$ cat src/hdl/gu_params.svh
// register offsets, field positions, reset values and timing counts
// assumes byte addresses on a 12-bit register window
`ifndef GU_PARAMS_SVH
`define GU_PARAMS_SVH
`define GU_OFF_DATA 12'h000
`define GU_OFF_RSR 12'h004
`define GU_OFF_FLAGS 12'h018
`define GU_OFF_MASK 12'h038
`define GU_OFF_RIS 12'h03c
`define GU_OFF_MIS 12'h040
`define GU_OFF_ICR 12'h044
`define GU_ERR_LSB 8
`define GU_IRQ_LSB 4
`define GU_FLG_BUSY 3
`define GU_FLG_RXFE 4
`define GU_FLG_TXFF 5
`define GU_FLG_RXFF 6
`define GU_FLG_TXFE 7
`define GU_IRQ_RX 0
`define GU_IRQ_TX 1
`define GU_IRQ_RT 2
`define GU_IRQ_FE 3
`define GU_IRQ_PE 4
`define GU_IRQ_BE 5
`define GU_IRQ_OE 6
`define GU_MASK_RST 7'h7f
`define GU_WORD_BITS 8
`define GU_FIFO_DEPTH 32
`define GU_BIT_NS 8680
`define GU_CLK_NS 25
`define GU_BIT_CYC ((`GU_BIT_NS) / (`GU_CLK_NS))
`define GU_RT_BITS 32
`endif

$ cat src/hdl/gu_pkg.sv
// types shared by the serial port frame
// no assumptions beyond a single clock domain
package gu_pkg;
  typedef enum logic [1:0] {GU_IDLE, GU_START, GU_DATA, GU_STOP} gu_bit_st_t;
endpackage

$ cat src/hdl/gu_uart.sv
// serial port register frame: fifos, 8n1 line engines, wishbone slave
// assumes a classic wishbone master and an asynchronous rx pin
`timescale 1ns/1ps
`include "gu_params.svh"

module gu_uart
  import gu_pkg::*;
#(
  parameter int DEPTH = `GU_FIFO_DEPTH,
  parameter int BIT_CYC = `GU_BIT_CYC
)(
  input wire logic core_clk, // 40 mhz clock
  input wire logic arst_n, // async reset, active low
  input wire logic wb_cyc_i, // bus cycle
  input wire logic wb_stb_i, // strobe
  input wire logic wb_we_i, // write enable
  input wire logic [11:0] wb_adr_i, // byte address
  input wire logic [3:0] wb_sel_i, // byte enables
  input wire logic [31:0] wb_dat_i, // write data
  output logic [31:0] wb_dat_o, // read data
  output logic wb_ack_o, // acknowledge
  input wire logic rxd, // serial input pin
  output logic txd, // serial output pin
  output logic port_irq_out // level interrupt
);
  localparam int AW = $clog2(DEPTH);
  localparam int CW = $clog2(BIT_CYC + 1);
  localparam int HALF = DEPTH / 2;

  // elaboration checks; the start-bit assertion needs eight low samples
  if (DEPTH < 32 || (1 << AW) != DEPTH)
  begin
    $error("depth must be a power of two of at least 32");
  end
  if (BIT_CYC < 8)
  begin
    $error("bit period too short");
  end

  logic ack_ff;
  logic [31:0] rdata_ff;
  logic req, wr, rd;
  logic hit_data, hit_rsr, hit_flags, hit_mask, hit_ris, hit_mis, hit_icr;
  assign req = wb_cyc_i & wb_stb_i & ~ack_ff;
  assign wr = req & wb_we_i;
  assign rd = req & ~wb_we_i;
  assign hit_data = {wb_adr_i[11:2], 2'b00} == `GU_OFF_DATA;
  assign hit_rsr = {wb_adr_i[11:2], 2'b00} == `GU_OFF_RSR;
  assign hit_flags = {wb_adr_i[11:2], 2'b00} == `GU_OFF_FLAGS;
  assign hit_mask = {wb_adr_i[11:2], 2'b00} == `GU_OFF_MASK;
  assign hit_ris = {wb_adr_i[11:2], 2'b00} == `GU_OFF_RIS;
  assign hit_mis = {wb_adr_i[11:2], 2'b00} == `GU_OFF_MIS;
  assign hit_icr = {wb_adr_i[11:2], 2'b00} == `GU_OFF_ICR;

  // transmit fifo: 8-bit entries
  logic [7:0] tx_mem [DEPTH];
  logic [AW-1:0] tx_wp_ff, tx_rp_ff;
  logic [AW:0] tx_cnt_ff;
  logic tx_push, tx_pop, tx_full, tx_empty;
  assign tx_full = tx_cnt_ff == (AW+1)'(DEPTH);
  assign tx_empty = tx_cnt_ff == '0;
  // a write into a full fifo is dropped, as software polls the full flag
  assign tx_push = wr & hit_data & wb_sel_i[0] & ~tx_full;

  always_ff @(posedge core_clk)
  begin
    if (tx_push)
      tx_mem[tx_wp_ff] <= wb_dat_i[7:0];
  end

  always_ff @(posedge core_clk or negedge arst_n)
  begin
    if (!arst_n)
    begin
      tx_wp_ff <= '0;
      tx_rp_ff <= '0;
      tx_cnt_ff <= '0;
    end
    else
    begin
      if (tx_push)
        tx_wp_ff <= tx_wp_ff + 1'b1;
      if (tx_pop)
        tx_rp_ff <= tx_rp_ff + 1'b1;
      if (tx_push && !tx_pop)
        tx_cnt_ff <= tx_cnt_ff + 1'b1;
      else if (tx_pop && !tx_push)
        tx_cnt_ff <= tx_cnt_ff - 1'b1;
    end
  end

  // receive fifo: {overrun, break, parity, framing, data}
  logic [11:0] rx_mem [DEPTH];
  logic [AW-1:0] rx_wp_ff, rx_rp_ff;
  logic [AW:0] rx_cnt_ff;
  logic rx_push, rx_pop, rx_full, rx_empty, rx_done;
  logic [11:0] rx_entry, rx_head;
  logic ovr_pend_ff;
  assign rx_full = rx_cnt_ff == (AW+1)'(DEPTH);
  assign rx_empty = rx_cnt_ff == '0;
  assign rx_push = rx_done & ~rx_full;
  assign rx_pop = rd & hit_data & ~rx_empty;
  assign rx_head = rx_mem[rx_rp_ff];

  always_ff @(posedge core_clk)
  begin
    if (rx_push)
      rx_mem[rx_wp_ff] <= rx_entry;
  end

  always_ff @(posedge core_clk or negedge arst_n)
  begin
    if (!arst_n)
    begin
      rx_wp_ff <= '0;
      rx_rp_ff <= '0;
      rx_cnt_ff <= '0;
    end
    else
    begin
      if (rx_push)
        rx_wp_ff <= rx_wp_ff + 1'b1;
      if (rx_pop)
        rx_rp_ff <= rx_rp_ff + 1'b1;
      if (rx_push && !rx_pop)
        rx_cnt_ff <= rx_cnt_ff + 1'b1;
      else if (rx_pop && !rx_push)
        rx_cnt_ff <= rx_cnt_ff - 1'b1;
    end
  end

  // overrun is tagged onto the next character that does get stored
  always_ff @(posedge core_clk or negedge arst_n)
  begin
    if (!arst_n)
      ovr_pend_ff <= 1'b0;
    else if (rx_done && rx_full)
      ovr_pend_ff <= 1'b1;
    else if (rx_push)
      ovr_pend_ff <= 1'b0;
  end

  // rx pin: three flops, a change counts once stages two and three agree
  logic rx_m1_ff, rx_m2_ff, rx_m3_ff, rx_s_ff;
  always_ff @(posedge core_clk or negedge arst_n)
  begin
    if (!arst_n)
    begin
      rx_m1_ff <= 1'b1;
      rx_m2_ff <= 1'b1;
      rx_m3_ff <= 1'b1;
      rx_s_ff <= 1'b1;
    end
    else
    begin
      rx_m1_ff <= rxd;
      rx_m2_ff <= rx_m1_ff;
      rx_m3_ff <= rx_m2_ff;
      if (rx_m2_ff == rx_m3_ff)
        rx_s_ff <= rx_m3_ff;
    end
  end

  // receiver: 8 data bits, no parity, one stop bit
  gu_bit_st_t rx_st_ff;
  logic [CW-1:0] rx_tmr_ff;
  logic [2:0] rx_bit_ff;
  logic [7:0] rx_sh_ff;
  logic rx_fe, rx_be;
  assign rx_fe = ~rx_s_ff;
  assign rx_be = ~rx_s_ff & (rx_sh_ff == 8'h00);
  assign rx_done = (rx_st_ff == GU_STOP) && (rx_tmr_ff == '0);
  assign rx_entry = {ovr_pend_ff, rx_be, 1'b0, rx_fe, rx_sh_ff};

  always_ff @(posedge core_clk or negedge arst_n)
  begin
    if (!arst_n)
    begin
      rx_st_ff <= GU_IDLE;
      rx_tmr_ff <= '0;
      rx_bit_ff <= '0;
      rx_sh_ff <= '0;
    end
    else
    begin
      if (rx_tmr_ff != '0)
        rx_tmr_ff <= rx_tmr_ff - 1'b1;
      case (rx_st_ff)
        GU_IDLE:
          if (!rx_s_ff)
          begin
            rx_st_ff <= GU_START;
            rx_tmr_ff <= CW'(BIT_CYC / 2);
          end
        GU_START:
          if (rx_tmr_ff == '0)
          begin
            // a glitch shorter than half a bit is not a start bit
            rx_st_ff <= rx_s_ff ? GU_IDLE : GU_DATA;
            rx_tmr_ff <= CW'(BIT_CYC - 1);
            rx_bit_ff <= '0;
          end
        GU_DATA:
          if (rx_tmr_ff == '0)
          begin
            rx_sh_ff <= {rx_s_ff, rx_sh_ff[7:1]};
            rx_bit_ff <= rx_bit_ff + 1'b1;
            rx_tmr_ff <= CW'(BIT_CYC - 1);
            if (rx_bit_ff == 3'(`GU_WORD_BITS - 1))
              rx_st_ff <= GU_STOP;
          end
        GU_STOP:
          if (rx_tmr_ff == '0)
            rx_st_ff <= GU_IDLE;
        default:
          rx_st_ff <= GU_IDLE;
      endcase
    end
  end

  // transmitter: start, 8 data bits lsb first, stop
  gu_bit_st_t tx_st_ff;
  logic [CW-1:0] tx_tmr_ff;
  logic [2:0] tx_bit_ff;
  logic [7:0] tx_sh_ff;
  logic txd_ff;
  assign tx_pop = (tx_st_ff == GU_IDLE) && !tx_empty;
  assign txd = txd_ff;

  always_ff @(posedge core_clk or negedge arst_n)
  begin
    if (!arst_n)
    begin
      tx_st_ff <= GU_IDLE;
      tx_tmr_ff <= '0;
      tx_bit_ff <= '0;
      tx_sh_ff <= '0;
      txd_ff <= 1'b1;
    end
    else
    begin
      if (tx_tmr_ff != '0)
        tx_tmr_ff <= tx_tmr_ff - 1'b1;
      case (tx_st_ff)
        GU_IDLE:
          if (tx_pop)
          begin
            tx_st_ff <= GU_START;
            tx_sh_ff <= tx_mem[tx_rp_ff];
            tx_tmr_ff <= CW'(BIT_CYC - 1);
            txd_ff <= 1'b0;
          end
        GU_START:
          if (tx_tmr_ff == '0)
          begin
            tx_st_ff <= GU_DATA;
            tx_bit_ff <= '0;
            tx_tmr_ff <= CW'(BIT_CYC - 1);
            txd_ff <= tx_sh_ff[0];
          end
        GU_DATA:
          if (tx_tmr_ff == '0)
          begin
            tx_tmr_ff <= CW'(BIT_CYC - 1);
            tx_bit_ff <= tx_bit_ff + 1'b1;
            tx_sh_ff <= {1'b0, tx_sh_ff[7:1]};
            if (tx_bit_ff == 3'(`GU_WORD_BITS - 1))
            begin
              tx_st_ff <= GU_STOP;
              txd_ff <= 1'b1;
            end
            else
              txd_ff <= tx_sh_ff[1];
          end
        GU_STOP:
          if (tx_tmr_ff == '0)
            tx_st_ff <= GU_IDLE;
        default:
          tx_st_ff <= GU_IDLE;
      endcase
    end
  end

  // receive timeout: counts bit periods of silence with data waiting
  logic [CW-1:0] rt_tmr_ff;
  logic [5:0] rt_bits_ff;
  logic rt_evt;
  assign rt_evt = (rt_tmr_ff == '0) && (rt_bits_ff == 6'(`GU_RT_BITS - 1));
  always_ff @(posedge core_clk or negedge arst_n)
  begin
    if (!arst_n)
    begin
      rt_tmr_ff <= CW'(BIT_CYC - 1);
      rt_bits_ff <= '0;
    end
    else if (rx_empty || rx_push || rx_pop || rx_st_ff != GU_IDLE)
    begin
      rt_tmr_ff <= CW'(BIT_CYC - 1);
      rt_bits_ff <= '0;
    end
    else if (rt_tmr_ff != '0)
      rt_tmr_ff <= rt_tmr_ff - 1'b1;
    else if (rt_bits_ff != 6'(`GU_RT_BITS))
    begin
      rt_tmr_ff <= CW'(BIT_CYC - 1);
      rt_bits_ff <= rt_bits_ff + 1'b1;
    end
  end

  // receive error status: set from each popped character, set wins
  logic [3:0] rsr_ff;
  always_ff @(posedge core_clk or negedge arst_n)
  begin
    if (!arst_n)
      rsr_ff <= '0;
    else if (rx_pop)
      rsr_ff <= rsr_ff | rx_head[11:8];
    else if (wr && hit_rsr)
      rsr_ff <= '0;
  end

  // interrupts: events, sticky raw status, mask and clear
  logic [6:0] raw_ff, mask_ff, irq_set, irq_clr, mis;
  always_comb
  begin
    irq_set = '0;
    irq_set[`GU_IRQ_RX] = rx_push && !rx_pop &&
      rx_cnt_ff == (AW+1)'(HALF - 1);
    irq_set[`GU_IRQ_TX] = tx_pop && !tx_push &&
      tx_cnt_ff == (AW+1)'(HALF + 1);
    irq_set[`GU_IRQ_RT] = rt_evt;
    irq_set[`GU_IRQ_FE] = rx_push && rx_fe;
    irq_set[`GU_IRQ_BE] = rx_push && rx_be;
    irq_set[`GU_IRQ_OE] = rx_done && rx_full;
  end

  // clear lanes follow the byte enables that cover bits 10:4
  assign irq_clr = (wr && hit_icr) ?
    ({{3{wb_sel_i[1]}}, {4{wb_sel_i[0]}}} & wb_dat_i[10:4]) : '0;
  assign mis = raw_ff & ~mask_ff;
  assign port_irq_out = |mis;

  always_ff @(posedge core_clk or negedge arst_n)
  begin
    if (!arst_n)
      raw_ff <= '0;
    else
      raw_ff <= (raw_ff & ~irq_clr) | irq_set;
  end

  // all sources masked after reset so no interrupt fires before setup
  always_ff @(posedge core_clk or negedge arst_n)
  begin
    if (!arst_n)
      mask_ff <= `GU_MASK_RST;
    else if (wr && hit_mask)
    begin
      if (wb_sel_i[0])
        mask_ff[3:0] <= wb_dat_i[7:4];
      if (wb_sel_i[1])
        mask_ff[6:4] <= wb_dat_i[10:8];
    end
  end

  // register bus: every access answered one cycle after it is taken
  logic [31:0] nxt_rdata;
  logic [7:0] flags;
  always_comb
  begin
    flags = '0;
    flags[`GU_FLG_BUSY] = (tx_st_ff != GU_IDLE) || !tx_empty;
    flags[`GU_FLG_RXFE] = rx_empty;
    flags[`GU_FLG_TXFF] = tx_full;
    flags[`GU_FLG_RXFF] = rx_full;
    flags[`GU_FLG_TXFE] = tx_empty;
    nxt_rdata = '0;
    if (hit_data)
      nxt_rdata[11:0] = rx_empty ? 12'h000 : rx_head;
    else if (hit_rsr)
      nxt_rdata[3:0] = rsr_ff;
    else if (hit_flags)
      nxt_rdata[7:0] = flags;
    else if (hit_mask)
      nxt_rdata[10:4] = mask_ff;
    else if (hit_ris)
      nxt_rdata[10:4] = raw_ff;
    else if (hit_mis)
      nxt_rdata[10:4] = mis;
  end

  always_ff @(posedge core_clk or negedge arst_n)
  begin
    if (!arst_n)
    begin
      ack_ff <= 1'b0;
      rdata_ff <= '0;
    end
    else
    begin
      ack_ff <= req;
      if (rd)
        rdata_ff <= nxt_rdata;
    end
  end
  assign wb_ack_o = ack_ff;
  assign wb_dat_o = rdata_ff;
endmodule

$ cat config.mk
export PLATFORM = sky130hd
export DESIGN_NAME = gu_uart
export DESIGN_NICKNAME = d
export VERILOG_FILES = /design/src/hdl/gu_pkg.sv /design/src/hdl/gu_uart.sv
export VERILOG_INCLUDE_DIRS = /design/src /design/src/hdl
export SDC_FILE = /design/constraint.sdc
export NUM_CORES = 1
export LEC_CHECK = 0
export ABC_CLOCK_PERIOD_IN_PS = 3800
export BUFFER_PORTS_ARGS = -buffer_cell sky130_fd_sc_hd__buf_2
export CAP_MARGIN = 20
export CORE_UTILIZATION = 45
export CTS_CLUSTER_SIZE = 20
export DETAILED_ROUTE_END_ITERATION = 12
export GPL_TIMING_DRIVEN = 0
export PLACE_DENSITY = 0.63
export SYNTH_ARGS = -nofsm -noshare
export SYNTH_HDL_FRONTEND = slang
export SYNTH_SLANG_ARGS = --single-unit
$ cat constraint.sdc
create_clock -name core_clk -period 3.8 [get_ports core_clk]
set_input_delay 0.19 -clock core_clk [delete_from_list [all_inputs] [get_ports core_clk]]
set_output_delay 0.19 -clock core_clk [all_outputs]
set_load 0.02 [all_outputs]
==> metrics.md <==
| Metric | Value |
|---|---|
| Metal3 WL | `6100 um` |
| Total grt overflow | `0` |
| RSZ-0062 raised after global routing | `false` |
| Least-Margin Pin Slew | `1120 ps` |
| Filler-free cell count of the finished design | `2,947` |
| Worst slew margin relative to its limit | `0.250` |
| Endpoint type of the worst setup path | `flop` |
| Y dimension of the die | `262 um` |
| Number of port buffers | `43` |
| Routed Antenna Nets | `0` |
| Result of the run | `finished clean` |
| PD cells | `565 mW/mm2` |
| DRC violation count after routing | `0` |
| Final Hold Vio Count | `0` |
| Clock Pin Slew Worst Setup and Hold Paths | `60 ps` |
| Commonest register cell after synthesis | `edfxtp_1` |
| Aggregate global-route resource usage | `0.214` |
| Fraction of final layout cells sized beyond drive strength 1 | `0.207` |
| Cell type with the highest aggregate area in the netlist | `edfxtp_1` |
| Buffer cell driving the clock tree root | `clkbuf_16` |
| Die area | `0.0689 mm2` |
| Storage cell area | `0.0215 mm2` |
| Sequential share of power | `0.457` |
| Leak Pwr | `11.2 nW` |
| Final period utilization | `0.927` |
| Capture point of the worst reg-to-reg path | `tx_cnt_ff[5]` |
| Worst-case register-to-register setup slack | `280 ps` |
| DR WL met2 | `33,500 um` |
| Worst Slack Setup Final | `278 ps` |
| Launching element type of the critical path | `flop` |
| Yosys warning count | `0` |
| Synthesized flop and latch total | `735` |
| Proportion of power drawn by combinational gates | `0.169` |
| Peak supply drop | `328 uV` |
| Longest Clk Path Bufs | `3` |
| Die Width | `262 um` |
| Via count of the first global-routing pass | `17,420` |
| Portion of the post-synthesis area used by sequential elements | `0.703` |
| Number of sinks handled by clock tree synthesis | `735` |
| First-pass detailed-route iteration total | `5` |
| Arrival time at the worst endpoint | `4060 ps` |
| Post-placement cell area | `0.0323 mm2` |
| Placeable Area | `0.0672 mm2` |
| Effective utilization at floorplan | `0.455` |
| Count of pins over their slew limit | `0` |
| Post-Place Worst Slack | `-400 ps` |
| Num rows | `95` |
| Via density | `5.95` |
| FFs w/ async S/R, synth | `0.173` |
| Post-route cell area | `0.0350 mm2` |
| Family with the most delay on the worst path | `simple AND/OR/NAND/NOR gates` |
| Top layer used by detailed routing | `met5` |
| Post-detailed-routing wire length | `73,400 um` |
| Critical path fanouts, max | `6` |
| Average wire per cell in the routed design | `24.9 um` |
| Hpwl dp | `49,200 um` |
| Clock network latency to the later pin of the worst-skew pair | `620 ps` |
| Reg2Reg Depth | `11` |
| CP Buf/Inv Count | `1` |
| I/O pin count | `89` |
| CTS tree | `done` |
| Layout fillers | `5,333` |
| Most instantiated library cell after synthesis | `edfxtp_1` |
| Final worst clock skew | `28.4 ps` |
| Fmax achieved | `284 MHz` |
| First DRT Iteration DRCs | `2,069` |
| Share of Yosys cell area claimed by the top area cell type | `0.598` |
| Synth Instances | `1,827` |
| Syn Std Cell Area | `0.0305 mm2` |
| Area contributors post-synth | `edfxtp_1 (60%), dfrtp_1 (9.0%), mux4_2 (8.9%)` |
| Setup violators final | `0` |
| Final critical path time including I/O delays and setup | `3520 ps` |
| Internal Dissipation | `0.0146 W` |
| Proportion of total power due to net switching | `0.263` |
| Required time of the worst setup path | `4340 ps` |
| Clock H-tree levels | `3` |
| Antenna Cells | `0` |
| Critical path's largest stage delay | `720 ps` |
| Mean instance size in the synthesized netlist | `16.7 um2` |
| Initial antenna violation count | `2` |
| Final Util | `0.522` |
| Critical path class | `flop to flop` |
| Power share of the clock group | `0.374` |
| Worst path slowest cell | `nor4_1` |
| Net Switching | `0.00520 W` |
| Final Wtd Congestion | `0.866` |
| Number of synthesized flops with an enable pin | `608` |
| Multi-input logic area | `0.00847 mm2` |
| Post-placement cell count | `2,787` |
| Nets@finish | `2,108` |
| First-pass GRT wire length | `110,000 um` |
| Layout area overhead | `14.7%` |
| Met1 routed wirelength after detailed routing | `32,100 um` |
| Fin Setup TNS | `0 ps` |
| Vias after detailed routing | `17,530` |
| Ordered cell list for the critical path | `nor4_1 > nand2_1 > nand2_1 > ha_1 > inv_1 > ha_1 > a21o_1 > a21oi_1 > or4_1 > nand3_1 > xor2_1` |
| MaxCap Viol Count | `0` |
| Pin count of the biggest net entering global routing | `82` |
| Cts bufs inserted | `77` |
| Startpoint of the most critical register-to-register path | `tx_cnt_ff[1]` |
| Hold Crit Class | `input pin to asynchronous set/reset pin` |
| Unique cell type count in the Yosys netlist | `76` |
| Synth top cells by count | `edfxtp_1 (608), mux4_2 (120), dfrtp_1 (110), nor2_1 (110), nand2_1 (93)` |
cell type report:
class | count | area share
inverters | 47 | 0.00504
plain buffers | 109 | 0.0158
flip-flops and latches | 735 | 0.613
clock inverters | 29 | 0.00825
well taps | 873 | 0.0312
clock buffers | 113 | 0.0622
multi-input cells | 955 | 0.242
repair buffers | 86 | 0.0233
stage by stage:
stage,total power [W],hold WS [ps]
after floorplan,0.0115,-106
after global placement,0.0124,298
after detailed placement,0.0125,166
after CTS,0.0199,51.6
after global routing,0.0205,99.8
final,0.0198,91.2
cells by family (layout without fill, tap and decap cells):
logic type | after synthesis | count (layout) | synth area share
xor gates and xnor gates | 39 | 39 | 0.0112
buffers and inverters | 156 | 384 | 0.0236
adders and majority gates | 44 | 44 | 0.0184
DFF | 735 | 735 | 0.703
other | 1 | 20 | 0.000123
AOI/OAI and AO/OA | 268 | 268 | 0.0634
muxes | 217 | 217 | 0.122
and+or+nand+nor | 367 | 367 | 0.0588
metal layers:
metal | vias to the layer above | global-route usage
met5 | - | 0.00624
met4 | 6 | 0.0606
li1 | 7571 | -
met2 | 716 | 0.325
met3 | 111 | 0.0482
met1 | 9126 | 0.310
layout by cell type, fill, tap and decap left out, types with 10 or more instances in the layout:
master,Yosys,routed
dfrtp_1,110,110
buf_2,21,61
a22oi_1,16,16
nor2_1,110,110
conb_1,1,20
dfstp_2,17,17
nand3b_1,10,10
a21oi_1,46,46
nand2b_1,15,15
a22o_1,12,12
buf_16,0,10
clkinv_2,0,14
edfxtp_1,608,608
a211oi_1,19,19
o22ai_1,15,15
nor4_1,14,12
nand2_1,93,93
xnor2_1,31,31
nand3_1,29,29
clkbuf_1,51,80
ha_1,41,40
nand4_1,17,17
mux2_2,31,31
buf_6,1,14
o21ai_0,39,39
mux4_2,120,120
or3_1,10,10
clkbuf_16,0,81
o221ai_1,29,29
buf_4,27,41
nor3_1,20,20
mux2i_1,66,66
inv_1,43,43
flip-flops by register name, summed over array words and instances, names as in the netlist, 3 cells and up:
| signal | count |
|---|---|
| mask_ff | 7 |
| raw_ff | 7 |
| rsr_ff | 3 |
| rt_bits_ff | 6 |
| rt_tmr_ff | 9 |
| rx_bit_ff | 3 |
| rx_cnt_ff | 6 |
| rx_mem | 352 |
| rx_rp_ff | 5 |
| rx_sh_ff | 8 |
| rx_tmr_ff | 9 |
| rx_wp_ff | 5 |
| tx_bit_ff | 3 |
| tx_cnt_ff | 6 |
| tx_mem | 256 |
| tx_rp_ff | 5 |
| tx_sh_ff | 8 |
| tx_tmr_ff | 9 |
| tx_wp_ff | 5 |
| wb_dat_o | 12 |
power groups by stage:
stage	logic, W	clock network, W	registers, W
2_1_floorplan	0.00231	0	0.00916
3_3_place_gp	0.00322	0	0.00919
3_5_place_dp	0.00332	0	0.00920
4_1_cts	0.00334	0.00753	0.00904
5_1_grt	0.00362	0.00781	0.00906
6_report	0.00335	0.00741	0.00904
how the worst max path moves through the flow:
stage / start / end / slack (ps) / cells past startpoint
after floorplan: rx_tmr_ff[0] / rx_cnt_ff[5] / 320 / 16
after global placement: rx_sh_ff[7] / rx_mem[18][9] / -2230 / 3
after detailed placement: rx_tmr_ff[0] / rx_cnt_ff[5] / -400 / 16
after CTS: rx_tmr_ff[0] / rx_cnt_ff[5] / 50 / 16
after global routing: wb_ack_o / rx_cnt_ff[5] / 30 / 14
final: tx_cnt_ff[1] / tx_cnt_ff[5] / 280 / 11
timing repair:
| action | in CTS | in global routing |
|---|---|---|
| setup buffers | 0 | 2 |
| endpoints found under the hold margin | 62 | 0 |
| gates cloned | 0 | 0 |
| setup endpoints to repair | 146 | 3 |
| hold buffers | 6 | 0 |
| gates resized for setup | 4 | 6 |
No activity file was read; power rests on OpenSTA's default activity.
